--- config.mk ---
export PLATFORM = sky130hd
export DESIGN_NAME = bga_arbiter
export DESIGN_NICKNAME = d
export VERILOG_FILES = /design/src/bga_arbiter.v
export VERILOG_INCLUDE_DIRS = /design/src
export SDC_FILE = /design/constraint.sdc
export NUM_CORES = 1
export LEC_CHECK = 0
export ABC_AREA = 1
export BUFFER_PORTS_ARGS = -buffer_cell sky130_fd_sc_hd__buf_4
export CAP_MARGIN = 20
export CORE_MARGIN = 4
export CORE_UTILIZATION = 61
export CTS_BUF_LIST = sky130_fd_sc_hd__clkbuf_8
export DETAILED_ROUTE_END_ITERATION = 16
export GPL_TIMING_DRIVEN = 0
export MAX_ROUTING_LAYER = met4
export PLACE_DENSITY_LB_ADDON = 0.08
export SLEW_MARGIN = 10
export SYNTH_ARGS = -nofsm -noshare
export SYNTH_HDL_FRONTEND = slang
export SYNTH_SLANG_ARGS = --single-unit
--- constraint.sdc ---
create_clock -name clk_sys_i -period 5.7 [get_ports clk_sys_i]
set_input_delay 0.285 -clock clk_sys_i [delete_from_list [all_inputs] [get_ports clk_sys_i]]
set_output_delay 0.285 -clock clk_sys_i [all_outputs]
set_load 0.01 [all_outputs]
--- src/bga_regs.vh ---
// register map, field positions, reset values and gap counts of the arbiter
`ifndef BGA_REGS_VH
`define BGA_REGS_VH

// ----------------------------------------------------------------
// register byte offsets
// ----------------------------------------------------------------
`define BGA_CTRL_OFF 8'h00
`define BGA_CMD_OFF 8'h04
`define BGA_STAT_OFF 8'h08
`define BGA_IDLE_OFF 8'h0c

// ----------------------------------------------------------------
// field positions
// ----------------------------------------------------------------
`define BGA_CTRL_NID_LSB 0
`define BGA_CTRL_PRIO_LSB 6
`define BGA_CMD_KIND_LSB 0
`define BGA_CMD_START 2
`define BGA_CMD_RELEASE 3
`define BGA_CMD_CONCAT 4
`define BGA_CMD_CANCEL 5
`define BGA_ST_PERMIT 0
`define BGA_ST_PEND 1
`define BGA_ST_WON 2
`define BGA_ST_LOST 3
`define BGA_ST_ABAND 4
`define BGA_ST_REFUSE 5
`define BGA_ST_ACKGAP 6
`define BGA_ST_SUBGAP 7
`define BGA_ST_ARSTGAP 8
`define BGA_ST_STATE_LSB 9

// ----------------------------------------------------------------
// reset values
// ----------------------------------------------------------------
`define BGA_NID_RST 6'h00
`define BGA_PRIO_RST 4'h1
`define BGA_PERMIT_RST 1'b1

// ----------------------------------------------------------------
// request kinds and reserved priorities
// ----------------------------------------------------------------
`define BGA_KIND_ACK 2'h0
`define BGA_KIND_FAIR 2'h1
`define BGA_KIND_URG 2'h2
`define BGA_KIND_CYC 2'h3
`define BGA_PRIO_FAIR 4'h0
`define BGA_PRIO_CYC 4'hf

// ----------------------------------------------------------------
// gap counts in arbitration clock periods, and the index of the last sequence bit
// ----------------------------------------------------------------
`define BGA_ACK_DET 6'h04
`define BGA_ACK_DRV 6'h08
`define BGA_SUB_DET 6'h10
`define BGA_SUB_DRV 6'h14
`define BGA_ARST_DET 6'h1c
`define BGA_ARST_DRV 6'h20
`define BGA_SEQ_LAST 4'h9

`endif

--- src/bga_arbiter.v ---
// gap timing and arbitration engine of a backplane node, with apb registers
//
// Implementation choices: the placing of the registers and register access over APB.
`timescale 1ns/100ps
`default_nettype none
`include "bga_regs.vh"

module bga_arbiter #(
   parameter ID_BITS = 6,
   parameter ARB_DIV = 1
) (
   input wire clk_sys_i,
   input wire sys_rst_i,
   input wire psel_i,
   input wire penable_i,
   input wire pwrite_i,
   input wire [7:0] paddr_i,
   input wire [31:0] pwdata_i,
   output reg [31:0] prdata_o,
   output reg pready_o,
   output reg pslverr_o,
   input wire rx_data_i,
   input wire rx_strb_i,
   output reg tx_data_o,
   output reg tx_data_oe_n_o,
   output reg bus_won_o
);

   // ----------------------------------------------------------------
   // states and derived constants
   // ----------------------------------------------------------------
   localparam [1:0] ST_IDLE = 2'h0;
   localparam [1:0] ST_WAIT = 2'h1;
   localparam [1:0] ST_ARB = 2'h2;
   localparam [1:0] ST_OWN = 2'h3;
   localparam integer DIV_CNT = ARB_DIV - 1;
   localparam [7:0] DIV_LAST = DIV_CNT[7:0]; // divider counts in 8 bits
   localparam [5:0] ID_LOW = (6'h01 << (6 - ID_BITS)) - 6'h01;
   localparam [5:0] ID_MASK = ~ID_LOW;

   reg [7:0] div_q;
   reg tick_q;
   reg [5:0] idle_q;
   reg [1:0] st_q;
   reg [1:0] kind_q;
   reg concat_q;
   reg [5:0] thr_q;
   reg [9:0] sh_q;
   reg [3:0] bit_q;
   reg permit_q;
   reg [5:0] nid_q;
   reg [3:0] uprio_q;
   reg won_q;
   reg lost_q;
   reg aband_q;
   reg refuse_q;
   reg [31:0] rd_d;
   reg hit_d;
   reg [3:0] prio_d;

   wire bus_busy;
   wire step;
   wire [5:0] idle_inc;
   wire go;
   wire loss;
   wire win;
   wire arst_hit;
   wire acc;
   wire wr_en;
   wire wr_ctrl;
   wire wr_cmd;
   wire wr_stat;
   wire cmd_start;
   wire cmd_rel;
   wire cmd_cancel;
   wire [1:0] cmd_kind;
   wire [9:0] seq_d;
   wire [31:0] stat_w;

   // ----------------------------------------------------------------
   // arbitration clock enable
   // ----------------------------------------------------------------
   // one-cycle tick per arbitration clock period
   always @(posedge clk_sys_i or posedge sys_rst_i) begin
      if (sys_rst_i) begin
         div_q <= 8'h00;
         tick_q <= 1'b0;
      end else if (div_q == DIV_LAST) begin
         div_q <= 8'h00;
         tick_q <= 1'b1;
      end else begin
         div_q <= div_q + 8'h01;
         tick_q <= 1'b0;
      end
   end

   // ----------------------------------------------------------------
   // gap timing
   // ----------------------------------------------------------------
   // any asserted receive line means the bus is busy
   assign bus_busy = rx_data_i | rx_strb_i;
   assign step = tick_q & ~bus_busy & (idle_q != `BGA_ARST_DRV);
   assign idle_inc = idle_q + 6'h01;

   // idle counter saturates at the longest drive point
   always @(posedge clk_sys_i or posedge sys_rst_i) begin
      if (sys_rst_i) begin
         idle_q <= 6'h00;
      end else if (bus_busy) begin
         idle_q <= 6'h00;
      end else if (step) begin
         idle_q <= idle_inc;
      end
   end

   // the moment the arbitration reset gap is reached
   assign arst_hit = step & (idle_inc == `BGA_ARST_DET);

   // drive point of the gap being waited for
   assign go = (st_q == ST_WAIT) & step & (idle_inc == thr_q);

   // drive point for a request kind; fair without permit waits longest
   function [5:0] thr_of;
      input [1:0] k;
      input p;
      begin
         case (k)
            `BGA_KIND_ACK: thr_of = `BGA_ACK_DRV;
            `BGA_KIND_FAIR: begin
               if (p) begin
                  thr_of = `BGA_SUB_DRV;
               end else begin
                  thr_of = `BGA_ARST_DRV;
               end
            end
            default: thr_of = `BGA_SUB_DRV;
         endcase
      end
   endfunction

   // ----------------------------------------------------------------
   // arbitration sequence
   // ----------------------------------------------------------------
   // priority picked when a contest starts, reserved codes kept apart
   always @* begin
      case (kind_q)
         `BGA_KIND_FAIR: prio_d = `BGA_PRIO_FAIR;
         `BGA_KIND_CYC: prio_d = `BGA_PRIO_CYC;
         default: begin
            if (uprio_q == `BGA_PRIO_FAIR) begin
               prio_d = 4'h1;
            end else if (uprio_q == `BGA_PRIO_CYC) begin
               prio_d = 4'he;
            end else begin
               prio_d = uprio_q;
            end
         end
      endcase
   end

   // priority then number; unused low id bits go out as zero
   assign seq_d = {prio_d, nid_q & ID_MASK};

   // our zero bit met by an asserted bus means a stronger node
   assign loss = (st_q == ST_ARB) & tick_q & ~sh_q[9] & rx_data_i;
   assign win = (st_q == ST_ARB) & tick_q & ~loss & (bit_q == `BGA_SEQ_LAST);

   // ----------------------------------------------------------------
   // apb slave
   // ----------------------------------------------------------------
   assign acc = psel_i & penable_i;
   assign wr_en = acc & pwrite_i & pready_o;
   assign wr_ctrl = wr_en & (paddr_i == `BGA_CTRL_OFF);
   assign wr_cmd = wr_en & (paddr_i == `BGA_CMD_OFF);
   assign wr_stat = wr_en & (paddr_i == `BGA_STAT_OFF);
   assign cmd_start = wr_cmd & pwdata_i[`BGA_CMD_START];
   assign cmd_rel = wr_cmd & pwdata_i[`BGA_CMD_RELEASE];
   assign cmd_cancel = wr_cmd & pwdata_i[`BGA_CMD_CANCEL];
   assign cmd_kind = pwdata_i[`BGA_CMD_KIND_LSB +: 2];

   // status word
   assign stat_w = {21'h000000, st_q,
                    idle_q >= `BGA_ARST_DET,
                    idle_q >= `BGA_SUB_DET,
                    idle_q >= `BGA_ACK_DET,
                    refuse_q, aband_q, lost_q, won_q,
                    st_q != ST_IDLE, permit_q};

   // read mux and address decode
   always @* begin
      rd_d = 32'h00000000;
      hit_d = 1'b1;
      case (paddr_i)
         `BGA_CTRL_OFF: rd_d = {22'h000000, uprio_q, nid_q};
         `BGA_CMD_OFF: rd_d = {27'h0000000, concat_q, 2'h0, kind_q};
         `BGA_STAT_OFF: rd_d = stat_w;
         `BGA_IDLE_OFF: rd_d = {26'h0000000, idle_q};
         default: hit_d = 1'b0;
      endcase
   end

   // one wait state: data captured, then pready for one cycle
   always @(posedge clk_sys_i or posedge sys_rst_i) begin
      if (sys_rst_i) begin
         pready_o <= 1'b0;
         pslverr_o <= 1'b0;
         prdata_o <= 32'h00000000;
      end else if (acc && !pready_o) begin
         pready_o <= 1'b1;
         pslverr_o <= ~hit_d;
         prdata_o <= pwrite_i ? 32'h00000000 : rd_d;
      end else begin
         pready_o <= 1'b0;
         pslverr_o <= 1'b0;
      end
   end

   // node identifier and urgent priority, software written
   always @(posedge clk_sys_i or posedge sys_rst_i) begin
      if (sys_rst_i) begin
         nid_q <= `BGA_NID_RST;
         uprio_q <= `BGA_PRIO_RST;
      end else if (wr_ctrl) begin
         nid_q <= pwdata_i[`BGA_CTRL_NID_LSB +: 6];
         uprio_q <= pwdata_i[`BGA_CTRL_PRIO_LSB +: 4];
      end
   end

   // ----------------------------------------------------------------
   // fairness permit
   // ----------------------------------------------------------------
   // set at each new fairness interval; a set beats a clear
   always @(posedge clk_sys_i or posedge sys_rst_i) begin
      if (sys_rst_i) begin
         permit_q <= `BGA_PERMIT_RST;
      end else if (arst_hit) begin
         permit_q <= 1'b1;
      end else if (win && kind_q == `BGA_KIND_FAIR && !concat_q) begin
         permit_q <= 1'b0;
      end
   end

   // ----------------------------------------------------------------
   // sticky status flags, write one to clear, event wins
   // ----------------------------------------------------------------
   always @(posedge clk_sys_i or posedge sys_rst_i) begin
      if (sys_rst_i) begin
         won_q <= 1'b0;
         lost_q <= 1'b0;
         aband_q <= 1'b0;
         refuse_q <= 1'b0;
      end else begin
         won_q <= win | (won_q & ~(wr_stat & pwdata_i[`BGA_ST_WON]));
         lost_q <= loss | (lost_q & ~(wr_stat & pwdata_i[`BGA_ST_LOST]));
         aband_q <= ((st_q == ST_WAIT) & bus_busy & (idle_q != 6'h00))
                    | (aband_q & ~(wr_stat & pwdata_i[`BGA_ST_ABAND]));
         refuse_q <= (cmd_start & (st_q != ST_IDLE))
                     | (refuse_q & ~(wr_stat & pwdata_i[`BGA_ST_REFUSE]));
      end
   end

   // ----------------------------------------------------------------
   // request and arbitration state machine
   // ----------------------------------------------------------------
   always @(posedge clk_sys_i or posedge sys_rst_i) begin
      if (sys_rst_i) begin
         st_q <= ST_IDLE;
         kind_q <= `BGA_KIND_FAIR;
         concat_q <= 1'b0;
         thr_q <= `BGA_SUB_DRV;
         sh_q <= 10'h000;
         bit_q <= 4'h0;
         tx_data_o <= 1'b0;
         tx_data_oe_n_o <= 1'b1;
         bus_won_o <= 1'b0;
      end else begin
         case (st_q)
            ST_IDLE: begin
               // a link request starts the wait for its gap
               if (cmd_start) begin
                  st_q <= ST_WAIT;
                  kind_q <= cmd_kind;
                  concat_q <= pwdata_i[`BGA_CMD_CONCAT];
                  thr_q <= thr_of(cmd_kind, permit_q);
               end
            end
            ST_WAIT: begin
               if (cmd_cancel) begin
                  st_q <= ST_IDLE;
               end else if (bus_busy) begin
                  // opportunity lost; wait again for a fresh gap
                  thr_q <= thr_of(kind_q, permit_q);
               end else if (go && kind_q == `BGA_KIND_ACK) begin
                  // acknowledge takes the bus without a contest
                  st_q <= ST_OWN;
                  tx_data_o <= 1'b1;
                  tx_data_oe_n_o <= 1'b0;
                  bus_won_o <= 1'b1;
               end else if (go) begin
                  // first sequence bit goes out as the gap completes
                  st_q <= ST_ARB;
                  sh_q <= seq_d;
                  bit_q <= 4'h0;
                  tx_data_o <= seq_d[9];
                  tx_data_oe_n_o <= ~seq_d[9];
               end
            end
            ST_ARB: begin
               if (loss) begin
                  // release for the rest of this contest
                  st_q <= ST_WAIT;
                  thr_q <= thr_of(kind_q, permit_q);
                  tx_data_o <= 1'b0;
                  tx_data_oe_n_o <= 1'b1;
               end else if (win) begin
                  // last bit survived: we own the bus
                  st_q <= ST_OWN;
                  tx_data_o <= 1'b1;
                  tx_data_oe_n_o <= 1'b0;
                  bus_won_o <= 1'b1;
               end else if (tick_q) begin
                  // one bit per arbitration clock, msb first
                  sh_q <= {sh_q[8:0], 1'b0};
                  bit_q <= bit_q + 4'h1;
                  tx_data_o <= sh_q[8];
                  tx_data_oe_n_o <= ~sh_q[8];
               end
            end
            ST_OWN: begin
               // hold the bus asserted until the link lets go
               if (cmd_rel) begin
                  st_q <= ST_IDLE;
                  tx_data_o <= 1'b0;
                  tx_data_oe_n_o <= 1'b1;
                  bus_won_o <= 1'b0;
               end
            end
            default: begin
               st_q <= ST_IDLE;
            end
         endcase
      end
   end

endmodule // bga_arbiter
`default_nettype wire

==> impl_metrics.json <==
{
  "run_status": "complete, no violations",
  "synth.most_common_cell": "nand2_1",
  "fin_crit_sh": 0.419,
  "dp.final_hpwl_mm": 7.17,
  "finalSetupViolCount": 0,
  "wl_mm": 9.45,
  "htreeDepth": 3,
  "path_class": "flip-flop to flip-flop",
  "cts_buffer_depth": 2,
  "cp_top_family": "buffers and inverters",
  "path_cells": "inv_1 > ha_1 > buf_2 > clkinv_1 > nor2_1 > inv_1 > o21ai_0 > nor2_1 > o21ai_0 > inv_1 > nand2_1 > o21ai_0",
  "grt_max_degree": 52,
  "ioPinCount": 84,
  "tns_ps": 0,
  "vias": 3496,
  "synth-edff-count": 0,
  "nets": 631,
  "finish.utilization": 0.769,
  "cpPeakStageDelay_ps": 420,
  "cts_buffers": 9,
  "hold_class": "primary input to flip-flop",
  "yosysSeqAreaShare": 0.436,
  "fin_worst_skew_ps": 9.60,
  "layout-drive-gt1-share": 0.204,
  "antenna_left": 0,
  "p_comb_frac": 0.331,
  "cp.arrival_ps": 2610,
  "final_area_um2": 4660,
  "firstDrtPassIters": 5,
  "path_clk_slew_ps": 70,
  "syn_inst": 500,
  "min_period_ps": 2390,
  "core_um2": 6060,
  "slew_headroom": 0.561,
  "ir_drop_uv": 251,
  "cts_resized": 0,
  "cp.buffers_inverters": 5,
  "worst_slew_pin_slew_ps": 654,
  "ys.flop_type": "dfrtp_1",
  "internal_power_mw": 1.02,
  "insertedDiodeCount": 0,
  "yosys_warnings": 0,
  "yosys_register_bits": 68,
  "place_area_um2": 4420,
  "drc": 0,
  "synth_area_leaders": "dfrtp_1 (40%), nand2_1 (11%), inv_1 (6.1%)",
  "powerDensity_nw_per_um2": 337,
  "power_leakage_nw": 2.43,
  "grt-ovfl-total": 0,
  "start_util": 0.646,
  "areaGrowthSynthToFinish_pct": 18.9,
  "synth_top_area_share": 0.402,
  "grt_pass1_vias": 3339,
  "wl_per_cell_um": 14.5,
  "root_buffer": "clkbuf_8",
  "die_w_um": 88.1,
  "synthArstFlopShare": 1.00,
  "syn_area_um2": 3920,
  "fp.dieArea_um2": 7770,
  "antenna_found_initial": 0,
  "critical_path_required_ps": 5930,
  "fp-row-count": 28,
  "io_buffers": 40,
  "pwr-share-clk": 0.299,
  "rsz0062_at_grt": "false",
  "seqPwrFrac": 0.371,
  "yosysUniqueCellTypes": 38,
  "drt_iter0_markers": 295,
  "switching_power_uw": 554,
  "cp_slowest_cell": "dfrtp_1",
  "drv_slew": 0,
  "clock-sinks": 68,
  "power_mw": 1.57,
  "hold_violations": 0,
  "syn_area_per_cell_um2": 7.84,
  "yosysTopAreaCell": "dfrtp_1",
  "cp_max_fo": 10,
  "p_sw_frac": 0.353,
  "yosys-top-cells-count": "nand2_1 (111), inv_1 (64), dfrtp_1 (63), o21ai_0 (45), nor2_1 (41)",
  "fmax_mhz": 419,
  "vias_per_cell": 5.35,
  "die_h_um": 88.1,
  "routabilityCongestion": 0.972,
  "end_kind": "flip-flop",
  "clock_latency_ps": 350,
  "grt_pass1_wl_mm": 15.4,
  "worstSetupStartpointType": "flip-flop",
  "cap_violations": 0,
  "cts_tree": "yes",
  "track_usage": 0.267
}
## worst paths after layout
path | startpoint | end | slack (ps) | cells past startpoint
min | pwrite_i | prdata_o[10] | 140 | 2
max | st_q[0] | st_q[1] | 3310 | 12
max in group asynchronous | sys_rst_i | uprio_q[0] | 4680 | 4
max reg2reg | st_q[0] | st_q[1] | 3310 | 12
min in group asynchronous | sys_rst_i | div_q[6] | 430 | 3
min reg2reg | prdata_o[10] | prdata_o[10] | 480 | 2
## kinds of logic after synthesis
logic type               after synthesis  share of synthesized area
buffers and inverters                 97                      0.119
flip-flops                            68                      0.436
XOR/XNOR                               6                     0.0134
AND/OR/NAND/NOR                      231                      0.269
adder cells (fa/ha/maj)               11                     0.0351
other                                  1                   0.000957
AO/OA/AOI/OAI                         86                      0.126
## power by group through the flow
stage          sequential (mW)  clock, mW  combinational (mW)
2_1_floorplan            0.584          0               0.381
3_3_place_gp             0.588          0               0.492
3_5_place_dp             0.589          0               0.506
4_1_cts                  0.581      0.472               0.515
5_1_grt                  0.588      0.495               0.582
6_report                 0.582      0.469               0.519
## layout make-up
class	instances	area, um^2
multi-input cells	355	1820
repair buffers	42	338
clock buffers	9	124
well taps	75	93.8
inverters	67	254
plain buffers	30	215
flip-flops and latches	68	1710
fillers	438	1400
clock inverters	7	108
## flip-flops by register name, summed over array words and instances (netlist names), 2 cells and up
signal / flops
prdata_o: 11
sh_q: 10
div_q: 8
idle_q: 6
nid_q: 6
bit_q: 4
uprio_q: 4
thr_q: 3
kind_q: 2
st_q: 2
## repair_timing
action | 4_1_cts | 5_1_grt
hold buffers | 1 | 0
hold endpoints to repair | 15 | 0
buffers inserted | 0 | 0
## placed cells by master, fill, tap and decap left out, types with 2 or more instances in the layout
cell type,instances
nand3_1,34
clkbuf_8,9
clkbuf_1,4
nor3_1,5
a22o_1,4
buf_2,3
nand2_4,3
nor2_1,41
buf_4,62
dfstp_2,5
a211oi_1,3
nor2_2,5
conb_1,21
nand4_1,10
bufinv_16,3
o21ai_0,45
o22ai_1,12
dfrtp_1,63
clkinv_2,2
nand2_1,111
ha_1,11
nand3_2,2
inv_1,65
xor2_1,5
a21oi_1,16
inv_2,2
o21bai_2,2
nand2_2,14
## per-stage QoR
step / hold WS [ps] / cells / worst slack [ps]
finish: 142 / 653 / 3310
global route: 153 / 653 / 3100
CTS: 138 / 653 / 3370
detailed placement: 248 / 636 / 3390
global placement: 459 / 635 / 2920
floorplan: 385 / 520 / 3710
## routing by layer
| layer | GRT usage | up-vias | routed length, um |
|---|---|---|---|
| met2 | 0.416 | 158 | 4410 |
| met1 | 0.343 | 1589 | 4040 |
| met4 | 0.0962 | 0 | 205 |
| met3 | 0.0630 | 24 | 798 |
| met5 | - | - | 0 |
| li1 | - | 1725 | - |
No activity file was read; power rests on OpenSTA's default activity.
